**src/rtl/emb_pkg.sv**
```systemverilog
// constants and types for the external memory bus controller
// Behaviour
// - external-only mode: bus always active, pins never act as port
// - internal-only mode: bus idle, pins port-only, control writes ignored
// - internal-only mode: control register reads as all zeros
// - mixed modes: external fetch or table access switches pins to bus
// - mixed modes, internal use: bus-disable bit 7, 0 bus, 1 port
// - external access with bus-disable set still takes the pins for bus
// - setting bus-disable from external code waits for branch to internal
// - idle bus: AD and upper address float, strobes high, ALE/BA0 low
// - table wait field bits 5-4: 11=0, 10=1, 01=2, 00=3 waits
// - table write scheme bits 1-0: 1x word, 01 byte select, 00 byte write
// - word write: two latch writes form a word, upper strobe on second
// - byte select: latch byte on both halves, upper strobe plus one enable
// - byte write: latch byte on both halves, strobe chosen by pointer lsb
// - bus is fixed 16 bits wide, no software width control
// - ALE marks address bits 15..0 valid on the shared pins
// - after ALE, output enable reads both bytes as one 16-bit word
// - chip enable low on every access, high while asleep
// - address 15..0 shares pins with data, 19..16 on own pins
// - word write, even address: hold latch byte, float data, no strobe
// - word write, odd address: latch byte high, held byte low, both enabled
package emb_pkg;
  localparam int          APB_AW      = 8;
  localparam logic [7:0]  MEMCTL_OFF  = 8'h00;
  localparam logic [7:0]  STATUS_OFF  = 8'h04;
  localparam logic [7:0]  MEMCTL_RST  = 8'h00;
  localparam logic [7:0]  MEMCTL_MASK = 8'hb3;
  localparam int          DIS_BIT     = 7;
  localparam int          WAIT_LO     = 4;
  localparam int          SCHEME_LO   = 0;
  localparam int          BUS_W       = 16;
  localparam int          UADDR_W     = 4;
  localparam int          WCNT_W      = 8;
  localparam int          TCY_CLKS    = 1;

  typedef enum logic [1:0] {
    PM_EXT_ONLY,
    PM_BOOT_BLOCK,
    PM_EXT_MCU,
    PM_INT_ONLY
  } emb_mode_type;

  typedef enum logic [1:0] {
    OP_FETCH,
    OP_TBLRD,
    OP_TABLE_WRITE_OP
  } emb_op_type;

  typedef enum logic [1:0] {
    ST_IDLE,
    ST_ADDR,
    ST_WAIT,
    ST_DATA
  } emb_state_type;

  // wait count is the inverse of the field
  function automatic logic [1:0] emb_waits(input logic [1:0] field);
    emb_waits = ~field;
  endfunction : emb_waits
endpackage : emb_pkg

```
**src/rtl/emb_bus.sv**
```systemverilog
// external memory bus controller with apb control registers
`timescale 1ns/1ps
`default_nettype none
module emb_bus #(
  parameter int TCY = emb_pkg::TCY_CLKS
) (
  input  wire logic                       mclk_i,
  input  wire logic                       nrst_i,
  // apb slave
  input  wire logic                       psel_i,
  input  wire logic                       penable_i,
  input  wire logic                       pwrite_i,
  input  wire logic [emb_pkg::APB_AW-1:0] paddr_i,
  input  wire logic [31:0]                pwdata_i,
  output logic [31:0]                     prdata_o,
  output logic                            pready_o,
  output logic                            pslverr_o,
  // core side
  input  wire emb_pkg::emb_mode_type      mem_mode_i,
  input  wire logic                       sleep_i,
  input  wire logic                       exec_internal_i,
  input  wire logic                       req_valid_i,
  input  wire emb_pkg::emb_op_type        req_op_i,
  input  wire logic [20:0]                req_addr_i,
  input  wire logic [7:0]                 table_latch_i,
  output logic                            req_ready_o,
  output logic                            rsp_valid_o,
  output logic [15:0]                     rsp_data_o,
  // pins
  input  wire logic [15:0]                muxed_addr_data_i,
  output logic [15:0]                     muxed_addr_data_o,
  output logic                            muxed_addr_data_oe_o,
  output logic [3:0]                      upper_address_o,
  output logic                            upper_address_oe_o,
  output logic                            addr_latch_o,
  output logic                            output_enable_n_o,
  output logic                            chip_enable_n_o,
  output logic                            upper_write_strobe_n_o,
  output logic                            lower_write_strobe_n_o,
  output logic                            upper_byte_enable_n_o,
  output logic                            lower_byte_enable_n_o,
  output logic                            byte_address_lsb_o,
  output logic                            control_oe_o,
  output logic                            port_function_o
);
  import emb_pkg::*;

  // registers
  logic [7:0]    memctl_q;
  logic          dis_eff_q;
  logic          dis_eff_d;
  logic [31:0]   prdata_q;
  emb_state_type state_q;
  emb_state_type state_d;
  emb_op_type    op_q;
  logic [20:0]   addr_q;
  logic [7:0]    latch_q;
  logic [7:0]    held_q;
  logic          rsp_valid_q;
  logic [15:0]   rsp_data_q;
  logic [15:0]   ad_q;
  logic          ad_oe_q;
  logic [3:0]    ua_q;
  logic          ua_oe_q;
  logic          ale_q;
  logic          oe_n_q;
  logic          ce_n_q;
  logic          wrh_n_q;
  logic          wrl_n_q;
  logic          ub_n_q;
  logic          lb_n_q;
  logic          ba0_q;

  // mode decode
  wire int_only   = (mem_mode_i == PM_INT_ONLY);
  wire ext_only   = (mem_mode_i == PM_EXT_ONLY);
  wire mixed_mode = !int_only && !ext_only;

  // apb decode
  wire apb_setup  = psel_i && !penable_i;
  wire apb_access = psel_i && penable_i;
  wire hit_ctl    = (paddr_i == MEMCTL_OFF);
  wire hit_stat   = (paddr_i == STATUS_OFF);
  wire unmapped   = !hit_ctl && !hit_stat;
  // control writes have no effect in internal-only mode
  wire ctl_write  = apb_access && pwrite_i && hit_ctl && !int_only;

  // control fields
  wire       dis_bit      = memctl_q[DIS_BIT];
  wire [1:0] wait_field   = memctl_q[WAIT_LO+1:WAIT_LO];
  wire [1:0] scheme_field = memctl_q[SCHEME_LO+1:SCHEME_LO];

  // control register reads zero in internal-only mode
  wire [7:0] ctl_view = int_only ? 8'h00 : memctl_q;

  wire busy = (state_q != ST_IDLE);

  // external-only keeps the bus, mixed modes follow access/disable
  wire bus_fn = ext_only
              || (mixed_mode && (busy || !dis_eff_q));

  wire [31:0] status_view = {26'h0, busy, bus_fn, dis_eff_q,
                             sleep_i, mem_mode_i};

  wire [31:0] rd_mux = hit_ctl  ? {24'h0, ctl_view} :
                       hit_stat ? status_view : 32'h0;

  // request acceptance
  // internal-only mode never starts a bus cycle
  wire can_take = !busy && !sleep_i && !int_only;
  wire take     = req_valid_i && can_take;
  wire is_read  = (op_q != OP_TABLE_WRITE_OP);

  // wait states
  // field sets the table waits
  wire [1:0]        tbl_waits = emb_waits(wait_field);
  wire [WCNT_W-1:0] tbl_clks  = WCNT_W'(tbl_waits * TCY);
  wire [WCNT_W-1:0] wait_load;
  wire              wait_zero;

  assign wait_load = (req_op_i == OP_FETCH) ? '0 : tbl_clks;

  emb_wait_ctr #(
    .W       (WCNT_W)
  ) u_wait (
    .mclk_i  (mclk_i),
    .nrst_i  (nrst_i),
    .load_i  (take),
    .count_i (wait_load),
    .zero_o  (wait_zero)
  );

  // write lane selection
  wire [15:0] wr_data;
  wire        wr_drive;
  wire        wr_hi;
  wire        wr_lo;
  wire        wr_ub;
  wire        wr_lb;

  emb_write_lane u_lane (
    .scheme_i (scheme_field),
    .lsb_i    (addr_q[0]),
    .latch_i  (latch_q),
    .held_i   (held_q),
    .data_o   (wr_data),
    .drive_o  (wr_drive),
    .wr_hi_o  (wr_hi),
    .wr_lo_o  (wr_lo),
    .ub_o     (wr_ub),
    .lb_o     (wr_lb)
  );

  // even word-write captures the latch byte for its pair
  wire hold_cap = (state_q == ST_DATA) && (op_q == OP_TABLE_WRITE_OP)
               && scheme_field[1] && !addr_q[0];

  // setting the disable bit waits for internal execution
  assign dis_eff_d = !dis_bit ? 1'b0 :
                     exec_internal_i ? 1'b1 : dis_eff_q;

  // cycle sequencer
  always_comb
  begin
    state_d = state_q;
    unique case (state_q)
      ST_IDLE: if (take) state_d = ST_ADDR;
      ST_ADDR: state_d = wait_zero ? ST_DATA : ST_WAIT;
      ST_WAIT: if (wait_zero) state_d = ST_DATA;
      ST_DATA: state_d = ST_IDLE;
    endcase
  end

  // next pin values, one cycle ahead of the pins
  wire n_addr = (state_d == ST_ADDR);
  wire n_wait = (state_d == ST_WAIT);
  wire n_data = (state_d == ST_DATA);
  wire n_cyc  = n_addr || n_wait || n_data;
  wire n_wr   = (n_wait || n_data) && !is_read;
  wire n_rd   = (n_wait || n_data) && is_read;

  wire [20:0] n_addr_v = take ? req_addr_i : addr_q;

  // low address shares the data pins
  wire [15:0] n_ad    = n_addr ? n_addr_v[16:1] : wr_data;
  // even word-write leaves the data phase floating
  wire        n_ad_oe = n_addr || (n_wr && wr_drive);

  // output enable for reads after the address phase
  wire        n_oe_n   = !n_rd;
  // chip enable across the cycle, forced high while asleep
  wire        n_ce_n   = !n_cyc || sleep_i;
  // write strobes only in the data phase
  wire        n_wr_str = n_data && !is_read;
  wire        n_wrh_n  = !(n_wr_str && wr_hi);
  wire        n_wrl_n  = !(n_wr_str && wr_lo);
  // both bytes on reads, scheme choice on writes
  wire        n_ub_n   = !(n_rd || (n_wr && wr_ub));
  wire        n_lb_n   = !(n_rd || (n_wr && wr_lb));
  // byte address kept on its pin for byte-select flash
  wire        n_ba0    = n_cyc && n_addr_v[0];

  always_ff @(posedge mclk_i or negedge nrst_i)
  begin
    if (!nrst_i)
      memctl_q <= MEMCTL_RST;
    else if (ctl_write)
      memctl_q <= pwdata_i[7:0] & MEMCTL_MASK;
  end

  always_ff @(posedge mclk_i or negedge nrst_i)
  begin
    if (!nrst_i)
    begin
      dis_eff_q <= 1'b0;
      prdata_q  <= 32'h0;
    end
    else
    begin
      dis_eff_q <= dis_eff_d;
      if (apb_setup)
        prdata_q <= rd_mux;
    end
  end

  always_ff @(posedge mclk_i or negedge nrst_i)
  begin
    if (!nrst_i)
    begin
      state_q <= ST_IDLE;
      op_q    <= OP_FETCH;
      addr_q  <= 21'h0;
      latch_q <= 8'h00;
      held_q  <= 8'h00;
    end
    else
    begin
      state_q <= state_d;
      if (take)
      begin
        op_q    <= req_op_i;
        addr_q  <= req_addr_i;
        latch_q <= table_latch_i;
      end
      if (hold_cap)
        held_q <= latch_q;
    end
  end

  // read data sampled at the end of the data phase
  always_ff @(posedge mclk_i or negedge nrst_i)
  begin
    if (!nrst_i)
    begin
      rsp_valid_q <= 1'b0;
      rsp_data_q  <= 16'h0;
    end
    else
    begin
      rsp_valid_q <= (state_q == ST_DATA);
      if ((state_q == ST_DATA) && is_read)
        rsp_data_q <= muxed_addr_data_i;
    end
  end

  // outside a cycle the bus rests at its idle levels
  always_ff @(posedge mclk_i or negedge nrst_i)
  begin
    if (!nrst_i)
    begin
      ad_q    <= 16'h0;
      ad_oe_q <= 1'b0;
      ua_q    <= 4'h0;
      ua_oe_q <= 1'b0;
      ale_q   <= 1'b0;
      ba0_q   <= 1'b0;
    end
    else
    begin
      ad_q    <= n_ad;
      ad_oe_q <= n_ad_oe;
      // upper address held on its own pins for the cycle
      ua_q    <= n_addr_v[20:17];
      ua_oe_q <= n_cyc;
      // latch strobe during the address phase only
      ale_q   <= n_addr;
      ba0_q   <= n_ba0;
    end
  end

  // control strobes rest high between cycles
  always_ff @(posedge mclk_i or negedge nrst_i)
  begin
    if (!nrst_i)
    begin
      oe_n_q  <= 1'b1;
      ce_n_q  <= 1'b1;
      wrh_n_q <= 1'b1;
      wrl_n_q <= 1'b1;
      ub_n_q  <= 1'b1;
      lb_n_q  <= 1'b1;
    end
    else
    begin
      oe_n_q  <= n_oe_n;
      ce_n_q  <= n_ce_n;
      wrh_n_q <= n_wrh_n;
      wrl_n_q <= n_wrl_n;
      ub_n_q  <= n_ub_n;
      lb_n_q  <= n_lb_n;
    end
  end

  // apb answers with no wait
  assign pready_o  = 1'b1;
  assign pslverr_o = apb_access && unmapped;
  assign prdata_o  = prdata_q;

  // width is fixed, so nothing here selects it
  assign req_ready_o = can_take;
  assign rsp_valid_o = rsp_valid_q;
  assign rsp_data_o  = rsp_data_q;

  assign muxed_addr_data_o      = ad_q;
  assign muxed_addr_data_oe_o   = ad_oe_q;
  assign upper_address_o        = ua_q;
  assign upper_address_oe_o     = ua_oe_q;
  assign addr_latch_o           = ale_q;
  assign output_enable_n_o      = oe_n_q;
  assign chip_enable_n_o        = ce_n_q;
  assign upper_write_strobe_n_o = wrh_n_q;
  assign lower_write_strobe_n_o = wrl_n_q;
  assign upper_byte_enable_n_o  = ub_n_q;
  assign lower_byte_enable_n_o  = lb_n_q;
  assign byte_address_lsb_o     = ba0_q;

  // pin ownership follows mode, access and disable
  assign control_oe_o    = bus_fn;
  assign port_function_o = !bus_fn;
endmodule : emb_bus
`default_nettype wire

```
**src/rtl/emb_wait_ctr.sv**
```systemverilog
// down counter for table cycle wait states
`timescale 1ns/1ps
`default_nettype none
module emb_wait_ctr #(
  parameter int W = 8
) (
  input  wire logic         mclk_i,
  input  wire logic         nrst_i,
  input  wire logic         load_i,
  input  wire logic [W-1:0] count_i,
  output logic              zero_o
);
  import emb_pkg::*;

  logic [W-1:0] cnt_q;
  logic [W-1:0] cnt_d;

  assign zero_o = (cnt_q == '0);
  assign cnt_d  = load_i ? count_i : (zero_o ? cnt_q : cnt_q - 1'b1);

  always_ff @(posedge mclk_i or negedge nrst_i)
  begin
    if (!nrst_i)
      cnt_q <= '0;
    else
      cnt_q <= cnt_d;
  end
endmodule : emb_wait_ctr
`default_nettype wire

```
**src/rtl/emb_write_lane.sv**
```systemverilog
// data lanes and strobes of one table write per scheme
`timescale 1ns/1ps
`default_nettype none
module emb_write_lane (
  input  wire logic [1:0]  scheme_i,
  input  wire logic        lsb_i,
  input  wire logic [7:0]  latch_i,
  input  wire logic [7:0]  held_i,
  output logic [15:0]      data_o,
  output logic             drive_o,
  output logic             wr_hi_o,
  output logic             wr_lo_o,
  output logic             ub_o,
  output logic             lb_o
);
  import emb_pkg::*;

  wire word_mode = scheme_i[1];
  wire bsel_mode = (scheme_i == 2'b01);

  // odd half of a word pair carries the held byte low
  assign data_o  = word_mode ? {latch_i, held_i} : {latch_i, latch_i};
  // even word half floats the bus and strobes nothing
  assign drive_o = !word_mode || lsb_i;
  // upper strobe on the second byte of a word, on every byte select, and on odd byte writes
  assign wr_hi_o = word_mode ? lsb_i : (bsel_mode || lsb_i);
  // byte write picks the strobe by pointer lsb
  assign wr_lo_o = !word_mode && !bsel_mode && !lsb_i;
  // byte select enables one byte by pointer lsb
  assign ub_o    = word_mode ? lsb_i : (!bsel_mode || lsb_i);
  assign lb_o    = word_mode ? lsb_i : (!bsel_mode || !lsb_i);
endmodule : emb_write_lane
`default_nettype wire

```
**config.mk**
```make
export PLATFORM = sky130hd
export DESIGN_NAME = emb_bus
export DESIGN_NICKNAME = d
export VERILOG_FILES = /design/src/rtl/emb_pkg.sv /design/src/rtl/emb_bus.sv /design/src/rtl/emb_wait_ctr.sv /design/src/rtl/emb_write_lane.sv
export SDC_FILE = /design/constraint.sdc
export NUM_CORES = 1
export LEC_CHECK = 0
export ABC_AREA = 1
export BUFFER_PORTS_ARGS = -buffer_cell sky130_fd_sc_hd__buf_2
export CAP_MARGIN = 5
export CORE_ASPECT_RATIO = 1.25
export CORE_MARGIN = 2
export CORE_UTILIZATION = 44
export CTS_CLUSTER_SIZE = 8
export DETAILED_ROUTE_END_ITERATION = 7
export PLACE_DENSITY = 0.76
export SKIP_LAST_GASP = 1
export SYNTH_ARGS = -nofsm -noshare
export SYNTH_HDL_FRONTEND = slang
export SYNTH_SLANG_ARGS = --single-unit
```
**constraint.sdc**
```tcl
create_clock -name mclk_i -period 1.66 [get_ports mclk_i]
set_input_delay 0.249 -clock mclk_i [delete_from_list [all_inputs] [get_ports mclk_i]]
set_output_delay 0.249 -clock mclk_i [all_outputs]
set_load 0.02 [all_outputs]
```
### Word level (Yosys, flattened, before mapping)

Cells that the tools add are included.

* $add $sub $neg: 1
* multipliers: 0
* div/mod/pow operators: 0
* $lt $le $gt $ge: 0
* equality and inequality tests: 13
* shifts and indexed selects: 0
* multiplexer cells: 18
* bitwise operators: 1
* reduce and logical (&&, ||, !) cells: 65

Operators by type and width (number)
* 8-bit two-way mux: 5
* 1-bit logical AND: 27
* 21-bit two-way mux: 1
* 1-bit logical NOT: 19
* 8-bit logical NOT: 2
* 16-bit two-way mux: 1
* 1-bit logical OR: 13
* 2-bit == test (second input constant): 6
* 8-bit by 3-bit == test with 1-bit output (second input constant): 1
* 2-bit one-hot mux with 4 select lines: 1
* 8-bit by 1-bit subtractor with 8-bit output (second input constant): 1
* 2-bit by 1-bit == test with 1-bit output (second input constant): 3
* 2-bit logical NOT: 3
* 1-bit two-way mux: 6
* 2-bit two-way mux: 3
* 6-bit two-way mux: 1
* 2-bit inequality test (second input constant): 2
* 2-bit by 1-bit inequality test with 1-bit output (second input constant): 1
* 2-bit NOT: 1
* 2-bit nonzero test: 1

* register bits: 134
* bits in latches: 0
* memory bits (writable): 0
* ROM bits: 0
* bits of input ports: 97
* output and inout port bits: 84
* logic and storage cells: 121
* memories: 0

### Depth between registers and ports, before layout

Gate-level depths: netlist of the first run.

* word-level depth: 13
* gate-level depth with buffers: 12

### Modules after synthesis

From an unflattened synthesis of the first run, not the netlist that was laid out.

* cells, all modules: 559
* area, all modules: 4963.5 um^2

By module, submodules not included
* emb_bus: times used 1, cells an instance 449, area an instance 4230.3 um^2, seq. area each 2434.8 um^2
* emb_wait_ctr: times used 1, cells an instance 67, area an instance 505.5 um^2, seq. area each 200.2 um^2
* emb_write_lane: times used 1, cells an instance 43, area an instance 227.7 um^2, seq. area each 0.0 um^2

### Worst setup path after synthesis of the first run

OpenSTA, ideal clock, no wires.

* path kind: register to register
* start point: register state_q[0]
* end point: register ad_q[10], in the netlist muxed_addr_data_o[10]
* arrival time: 1553 ps
* required time: 1543 ps
* path slack: -9 ps
* cell stages (with the launch flop): 13
* buffers on the path: 1
* clock period less this slack: 1669 ps
* path through: dfrtp_1 inv_1 ha_1 nand2_2 nor2_4 nand2_2 nand2_1 nand2_2 nand2_4 nand2_4 buf_6 nand2_1 nand2_1

* word-level cells in the longest chain between the ends: 9

RTL lines
* from (decl): RTL line emb_bus.sv:53 `emb_state_type state_q;`
* from (signal assigned): RTL line emb_bus.sv:238 `state_q <= state_d;`
* 2-bit nonzero test *: RTL line emb_bus.sv:96 `wire busy = (state_q != ST_IDLE);`
* 1-bit logical NOT *: RTL line emb_bus.sv:110 `wire can_take = !busy && !sleep_i && !int_only;`
* 1-bit logical AND * (2 in a row): RTL line emb_bus.sv:110
* net req_ready_o: RTL line emb_bus.sv:26 `output logic req_ready_o,`
* 1-bit logical AND *: RTL line emb_bus.sv:111 `wire take = req_valid_i && can_take;`
* 2-bit two-way mux: RTL line emb_bus.sv:167 `ST_IDLE: if (take) state_d = ST_ADDR;`
* 2-bit one-hot mux with 4 select lines: RTL line emb_bus.sv:166 `unique case (state_q)`
* 2-bit by 1-bit == test with 1-bit output: RTL line emb_bus.sv:175 `wire n_addr = (state_d == ST_ADDR);`
* 16-bit two-way mux *: RTL line emb_bus.sv:185 `wire [15:0] n_ad = n_addr ? n_addr_v[16:1] : wr_data;`
* net n_ad[10]: RTL line emb_bus.sv:185
* to (signal assigned): RTL line emb_bus.sv:280 `ad_q <= n_ad;`
* to (decl): RTL line emb_bus.sv:61 `logic [15:0] ad_q;`

The timed path passes the listed nets; every way through them passes the cells marked *.
A chain may end at the register's enable or synchronous reset.

### Worst setup path after layout of the first run

* start point: register state_q[0]
* end point: output port control_oe_o

* word-level cells in the longest chain between the ends: 4

RTL lines
* 2-bit nonzero test: RTL line emb_bus.sv:96
* 1-bit logical OR: RTL line emb_bus.sv:100 `|| (mixed_mode && (busy || !dis_eff_q));`
* 1-bit logical AND: RTL line emb_bus.sv:100
* 1-bit logical OR: RTL line emb_bus.sv:100
* to (decl): RTL line emb_bus.sv:43 `output logic control_oe_o,`

Every way passes these cells.

==> flow_summary.toml, run 1 <==
[timing]
slew_violations = 0
fin_crit_sh_pct = 99.1
min_period_ps = 1650
rsz0062_at_grt = "yes"
hold_violations = 0
setup_viol = 0
fin_skew_ps = 3.37
worst_slack_ps = 14.8
fmax_ghz = 0.608

[floorplanning]
fp.dieArea_um2 = 11700
rows = 42
die_w_um = 97.0
initial_utilization_pct = 45.1
core_area_um2 = 10600
io_pins = 181
fp.dieH_um = 120

[critical_path]
worst-path-buf-inv = 3
path_depth = 6
cp.required_ps = 1410
arrival_ps = 1400
reg2reg_depth = 10
crit_slowest_cell = "dfrtp_1"
crit_fanout = 3
critPathMaxStageDelay_ps = 400
crit_type = "reg2out"
critPathCaptureType = "output pin"
crit_top_cell = "inv_2"
crit_chain = "inv_2, ha_4, nand2_2, a21oi_4, inv_2, buf_6"
crit_family = "flip-flops"
critPathLaunchType = "flip-flop"

[global_route]
grt_max_degree = 34
antenna_found_initial = 0
grt.total_usage_pct = 17.9
first_global_vias = 3733
grt_pass1_wl_mm = 17.1
grt_overflow = 0

[logic_synthesis]
yosysTopAreaCell = "dfrtp_1"
synth_area_per_cell_um2 = 9.19
synth_area_leaders = "dfrtp_1, nand2_1, buf_4"
async_flop_share_pct = 100
synth_warnings = 0
synthFlopType = "dfrtp_1"
synth_seq_area_share_pct = 55.3
synthCells = 518
ys_ff_latch = 105
synth-edff-count = 0
synth_area_um2 = 4760
yosys.area.top_type_share_pct = 52.0
yosysUniqueCellTypes = 33

[placement]
detailed_place_hpwl_mm = 7.51
dp_slack_ps = 12.3
place_congestion = 0.844
numPortBuffers = 127

[clock_network]
cts-root-buf = "clkbuf_16"
clockBufferDepth = 2
clkSlewWorstSetupHoldPaths_ps = 70
cts-buffers-inserted = 9
htree_levels = 3
insertion_delay_ps = 340
cts_tree = "done"
clkSinkCount = 105

[drt]
num_vias = 3808
drt_first_pass_iters = 4
drc = 0
detail-route-antenna-nets = 0
drt_iter0_markers = 208
viasPerCell = 4.76
drt-wirelength-per-cell_um = 13.1
drt_wl_total_mm = 10.5

[layout]
final_common_cell = "nand2_1"
syn2layout_area_growth_pct = 25.3
layout_common_cells = "nand2_1, buf_2, dfrtp_1"
utilization_pct = 56.5
nNetsFinal = 769
antennaDiodeCount = 0
drive_above_1_share_pct = 32.9

[power]
ir_worst_vdd_mv = 0.643
p_leak_nw = 3.22
p_per_area_nw_per_um2 = 1690

[outcome]
status = "finished, final reports clean"

[hold_path]
min_path_cells = 3
hold_class = "in2reg"

[job]
maxCapViolations = 0
## report_power, final
part	total (mW)	switching, mW	internal (mW)
clock network	2.00	0.896	1.10
registers	3.91	0.444	3.47
logic	4.14	2.54	1.61
## cell type report
class / instances / area, µm²
Clock buffer: 12 / 256
Clock inverter: 4 / 26.3
Fill cell: 917 / 4600
Inverter: 46 / 173
Multi-Input combinational cell: 348 / 1780
Sequential cell: 105 / 2640
Tap cell: 132 / 165
Timing Repair Buffer: 153 / 931
## sequential cells by signal, indices dropped and copies added, names as in the netlist, 3 cells and up
name and count:
prdata_o 7, held_q 8, muxed_addr_data_o 16, u_wait.cnt_q 8, latch_q 8, memctl_q 5
addr_q 18, rsp_data_o 16, upper_address_o 3
## kinds of logic after synthesis
kind of cell	synth area share (%)
compound gates	4.91
buf+inv	10.9
other cells	0.158
mux	3.78
xor+xnor	0.368
flops	55.3
simple gates	22.2
fa+ha+maj	2.37
## worst register-to-register path, cell delays in order, from the launching register on
cell and delay (ps):
dfrtp_1 400, inv_2 90, buf_4 130, ha_2 190
nor2_2 50, nor2_1 110, nand2_2 120, nand2_8 150
buf_6 140, nand3_1 80, nand2_1 90
## metrics by stage
stage	area (µm²)	power, mW	hold slack, ps	instances	TNS (ps)
2_1_floorplan	4850	6.58	-46.6	542	0
3_3_place_gp	5520	7.52	210	778	0
3_5_place_dp	5520	7.67	222	778	0
4_1_cts	5830	9.76	89.1	795	-8.11
5_1_grt	5970	10.7	107	800	-260
6_report	5970	10.1	95.0	800	0
## cell usage after synthesis (2+ instances only)
cell type / instances
a21oi_1: 10
o21ai_0: 29
ha_1: 9
inv_1: 41
buf_6: 2
dfrtp_1: 99
nand2_4: 2
nand2_1: 173
o31ai_1: 2
conb_1: 2
buf_12: 2
nor2_4: 3
nand2_2: 6
nor3_1: 3
buf_2: 5
nor2_1: 26
dfstp_2: 6
buf_4: 33
inv_2: 4
nand4_1: 4
nand3_1: 30
mux2_2: 16
## what timing repair did
action,CTS,global route
endpoints found under the hold margin,27,0
buffers inserted,0,3
resized for setup,6,18
pin swaps,2,8
cloned,0,2
hold buffers,1,0
endpoints found under the setup margin,8,20
## worst paths after layout
path	startpoint	end	slack, ps
worst min register to register	addr_q[0]	upper_byte_enable_n_o	460
worst max register to register	state_q[0]	muxed_addr_data_o[15]	60
max in group asynchronous	nrst_i	chip_enable_n_o	700
worst min-delay path	req_addr_i[20]	addr_q[20]	100
worst max-delay path	state_q[0]	control_oe_o	10
min in group asynchronous	nrst_i	addr_q[9]	400
## layer usage
| metal | wire (µm) | vias up | share of wire (%) | GRT usage, % |
|---|---|---|---|---|
| li1 | - | 1856 | - | - |
| met1 | 4360 | 1804 | 42 | 22.7 |
| met2 | 5320 | 131 | 51 | 30.0 |
| met3 | 558 | 17 | 5.3 | 2.95 |
| met4 | 220 | 0 | 2.1 | 8.63 |
| met5 | 0 | - | 0 | 0 |
(Power assumes the default switching activity.)
==> run 2: changes to the inputs <==
BUFFER_PORTS_ARGS = -buffer_cell sky130_fd_sc_hd__clkbuf_2   (was -buffer_cell sky130_fd_sc_hd__buf_2)
CORE_UTILIZATION = 49   (was 44)
GPL_TIMING_DRIVEN = 0   (was not set)
PLACE_DENSITY = 0.8   (was 0.76)
clock period = 1.81 ns   (was 1.66 ns; I/O delays follow)
==> run 2 against run 1 <==
Cell area grew 0.96%. Sequential power fell by 7.7%. Via count rose by 1.6%. Register-to-register slack improved by 40 ps. Core utilization up 6.5 points. Hold slack improved by 20 ps. Highest routed layer unchanged. Non-clock buffer count grew 22. Clock skew up 2.3 ps. Sequential cell count is the same. Final cell count is 1.9% higher.
==> flow_summary.toml, run 2 (same netlist as run 1, synthesis figures left out) <==
[floorplanning]
rows = 40
core_area_um2 = 9560
io_pins = 181
fp.dieArea_um2 = 10500
fp.dieH_um = 114
initial_utilization_pct = 49.8
die_w_um = 92.2

[layout]
multi_input_area_um2 = 1710
seqCellArea_um2 = 2640
largest_reg_flops = 18
final_common_cell = "nand2_1"
drive_above_1_share_pct = 33.8
syn2layout_area_growth_pct = 26.5
postLayoutCellArea_um2 = 6020
antennaDiodeCount = 0
utilization_pct = 63.0
n_fill_cell = 804
final_cells = 815
layout_common_cells = "nand2_1, clkbuf_2, dfrtp_1"
largest_register = "addr_q"
nNetsFinal = 790

[placement]
place_congestion = 0.802
dp_slack_ps = -76.2
detailed_place_hpwl_mm = 7.83
place_inst = 796
placed_area_um2 = 5670
numPortBuffers = 127

[timing]
hold_violations = 0
fin_crit_sh_pct = 97.5
fmax_ghz = 0.566
slew_headroom_pct = 57.6
worst_slack_ps = 44.8
fin_skew_ps = 5.70
setup-tns-final_ps = 0
hold_slack_ps = 115
slew_violations = 0
tightest_slew_ps = 636
setup_viol = 0
min_period_ps = 1770

[clock_network]
clkSinkCount = 105
clockBufferDepth = 2
insertion_delay_ps = 350
clkSlewWorstSetupHoldPaths_ps = 70
cts-root-buf = "clkbuf_16"
cts-buffers-inserted = 9
htree_levels = 3
cts_tree = "done"

[power]
combPwrFrac_pct = 39.2
p_clk_share_pct = 21.1
ir_worst_vdd_mv = 0.568
seqPwrFrac_pct = 39.7
p_sw_mw = 3.46
p_leak_nw = 3.31
swShare_pct = 38.0
p_total_mw = 9.09
p_per_area_nw_per_um2 = 1510
p_int_mw = 5.63

[drt]
drt_iter0_markers = 170
drc = 0
drt_wl_total_mm = 10.5
viasPerCell = 4.75
drt_first_pass_iters = 4
drt-wirelength-per-cell_um = 12.9
detail-route-antenna-nets = 0
num_vias = 3869

[critical_path]
timing.rr.start = "state_q[0]"
critPathCaptureType = "output pin"
crit_fanout = 4
reg2reg_to = "muxed_addr_data_o[13]"
cp.required_ps = 1540
r2r_slack_ps = 100
critPathLaunchType = "flip-flop"
crit_end = "control_oe_o"
crit_type = "reg2out"
arrival_ps = 1490
reg2reg_depth = 12
crit_path_start = "state_q[0]"

[outcome]
status = "finished, final reports clean"

[global_route]
grt_max_degree = 61
grt_pass1_wl_mm = 16.6
antenna_found_initial = 0
first_global_vias = 3710
grt_overflow = 0
grt.total_usage_pct = 20.1

[job]
maxCapViolations = 0

[hold_path]
hold_class = "in2reg"
[run 2: critical path: stages, from the launching register on]
cell and delay, ps:
dfrtp_1 430, inv_2 130, ha_4 160, nand2_1 60
a21oi_2 180, inv_1 50, clkbuf_2 150
[run 2: final cells by class]
class,instances,share of cell area (%)
Tap cell,126,2.62
Buffer,44,5.80
Clock inverter,3,0.374
Clock buffer,13,4.65
Timing Repair Buffer,131,11.5
Sequential cell,105,43.7
Multi-Input combinational cell,347,28.4
Inverter,46,2.91
[run 2: what timing repair did]
item                       CTS  global route
hold buffers                 1             0
hold endpoints to repair    27             0
gates cloned                 0             0
gates resized for setup      5             2
setup buffers                0             2
pin swaps                    0             1
setup endpoints to repair   20            22
[run 2: per-layer routing]
layer  vias to the layer above  share of wire [%]  GRT usage, %
met1                      1826                 39          23.5
met4                         0                2.4          8.96
met3                        19                6.2          3.03
li1                       1896                  -             -
met2                       128                 52          36.5
met5                         -                  0             0
[run 2: worst min path at each step]
stage | slack [ps] | start | end | depth (start not counted)
2_1_floorplan | -20 | nrst_i | addr_latch_o | 0
3_3_place_gp | 450 | addr_q[0] | upper_byte_enable_n_o | 1
3_5_place_dp | 360 | nrst_i | muxed_addr_data_o[4] | 1
4_1_cts | 110 | req_addr_i[17] | upper_address_o[0] | 3
5_1_grt | 130 | table_latch_i[0] | latch_q[0] | 3
6_report | 120 | req_addr_i[17] | upper_address_o[0] | 3
[run 2: power groups by stage]
stage	Sequential [mW]	Clock, mW	Combinational [mW]
global route	3.68	2.05	3.90
CTS	3.61	1.95	3.54
floorplan	4.04	0	1.99
global placement	3.60	0	3.35
detailed placement	3.65	0	3.49
finish	3.61	1.92	3.57
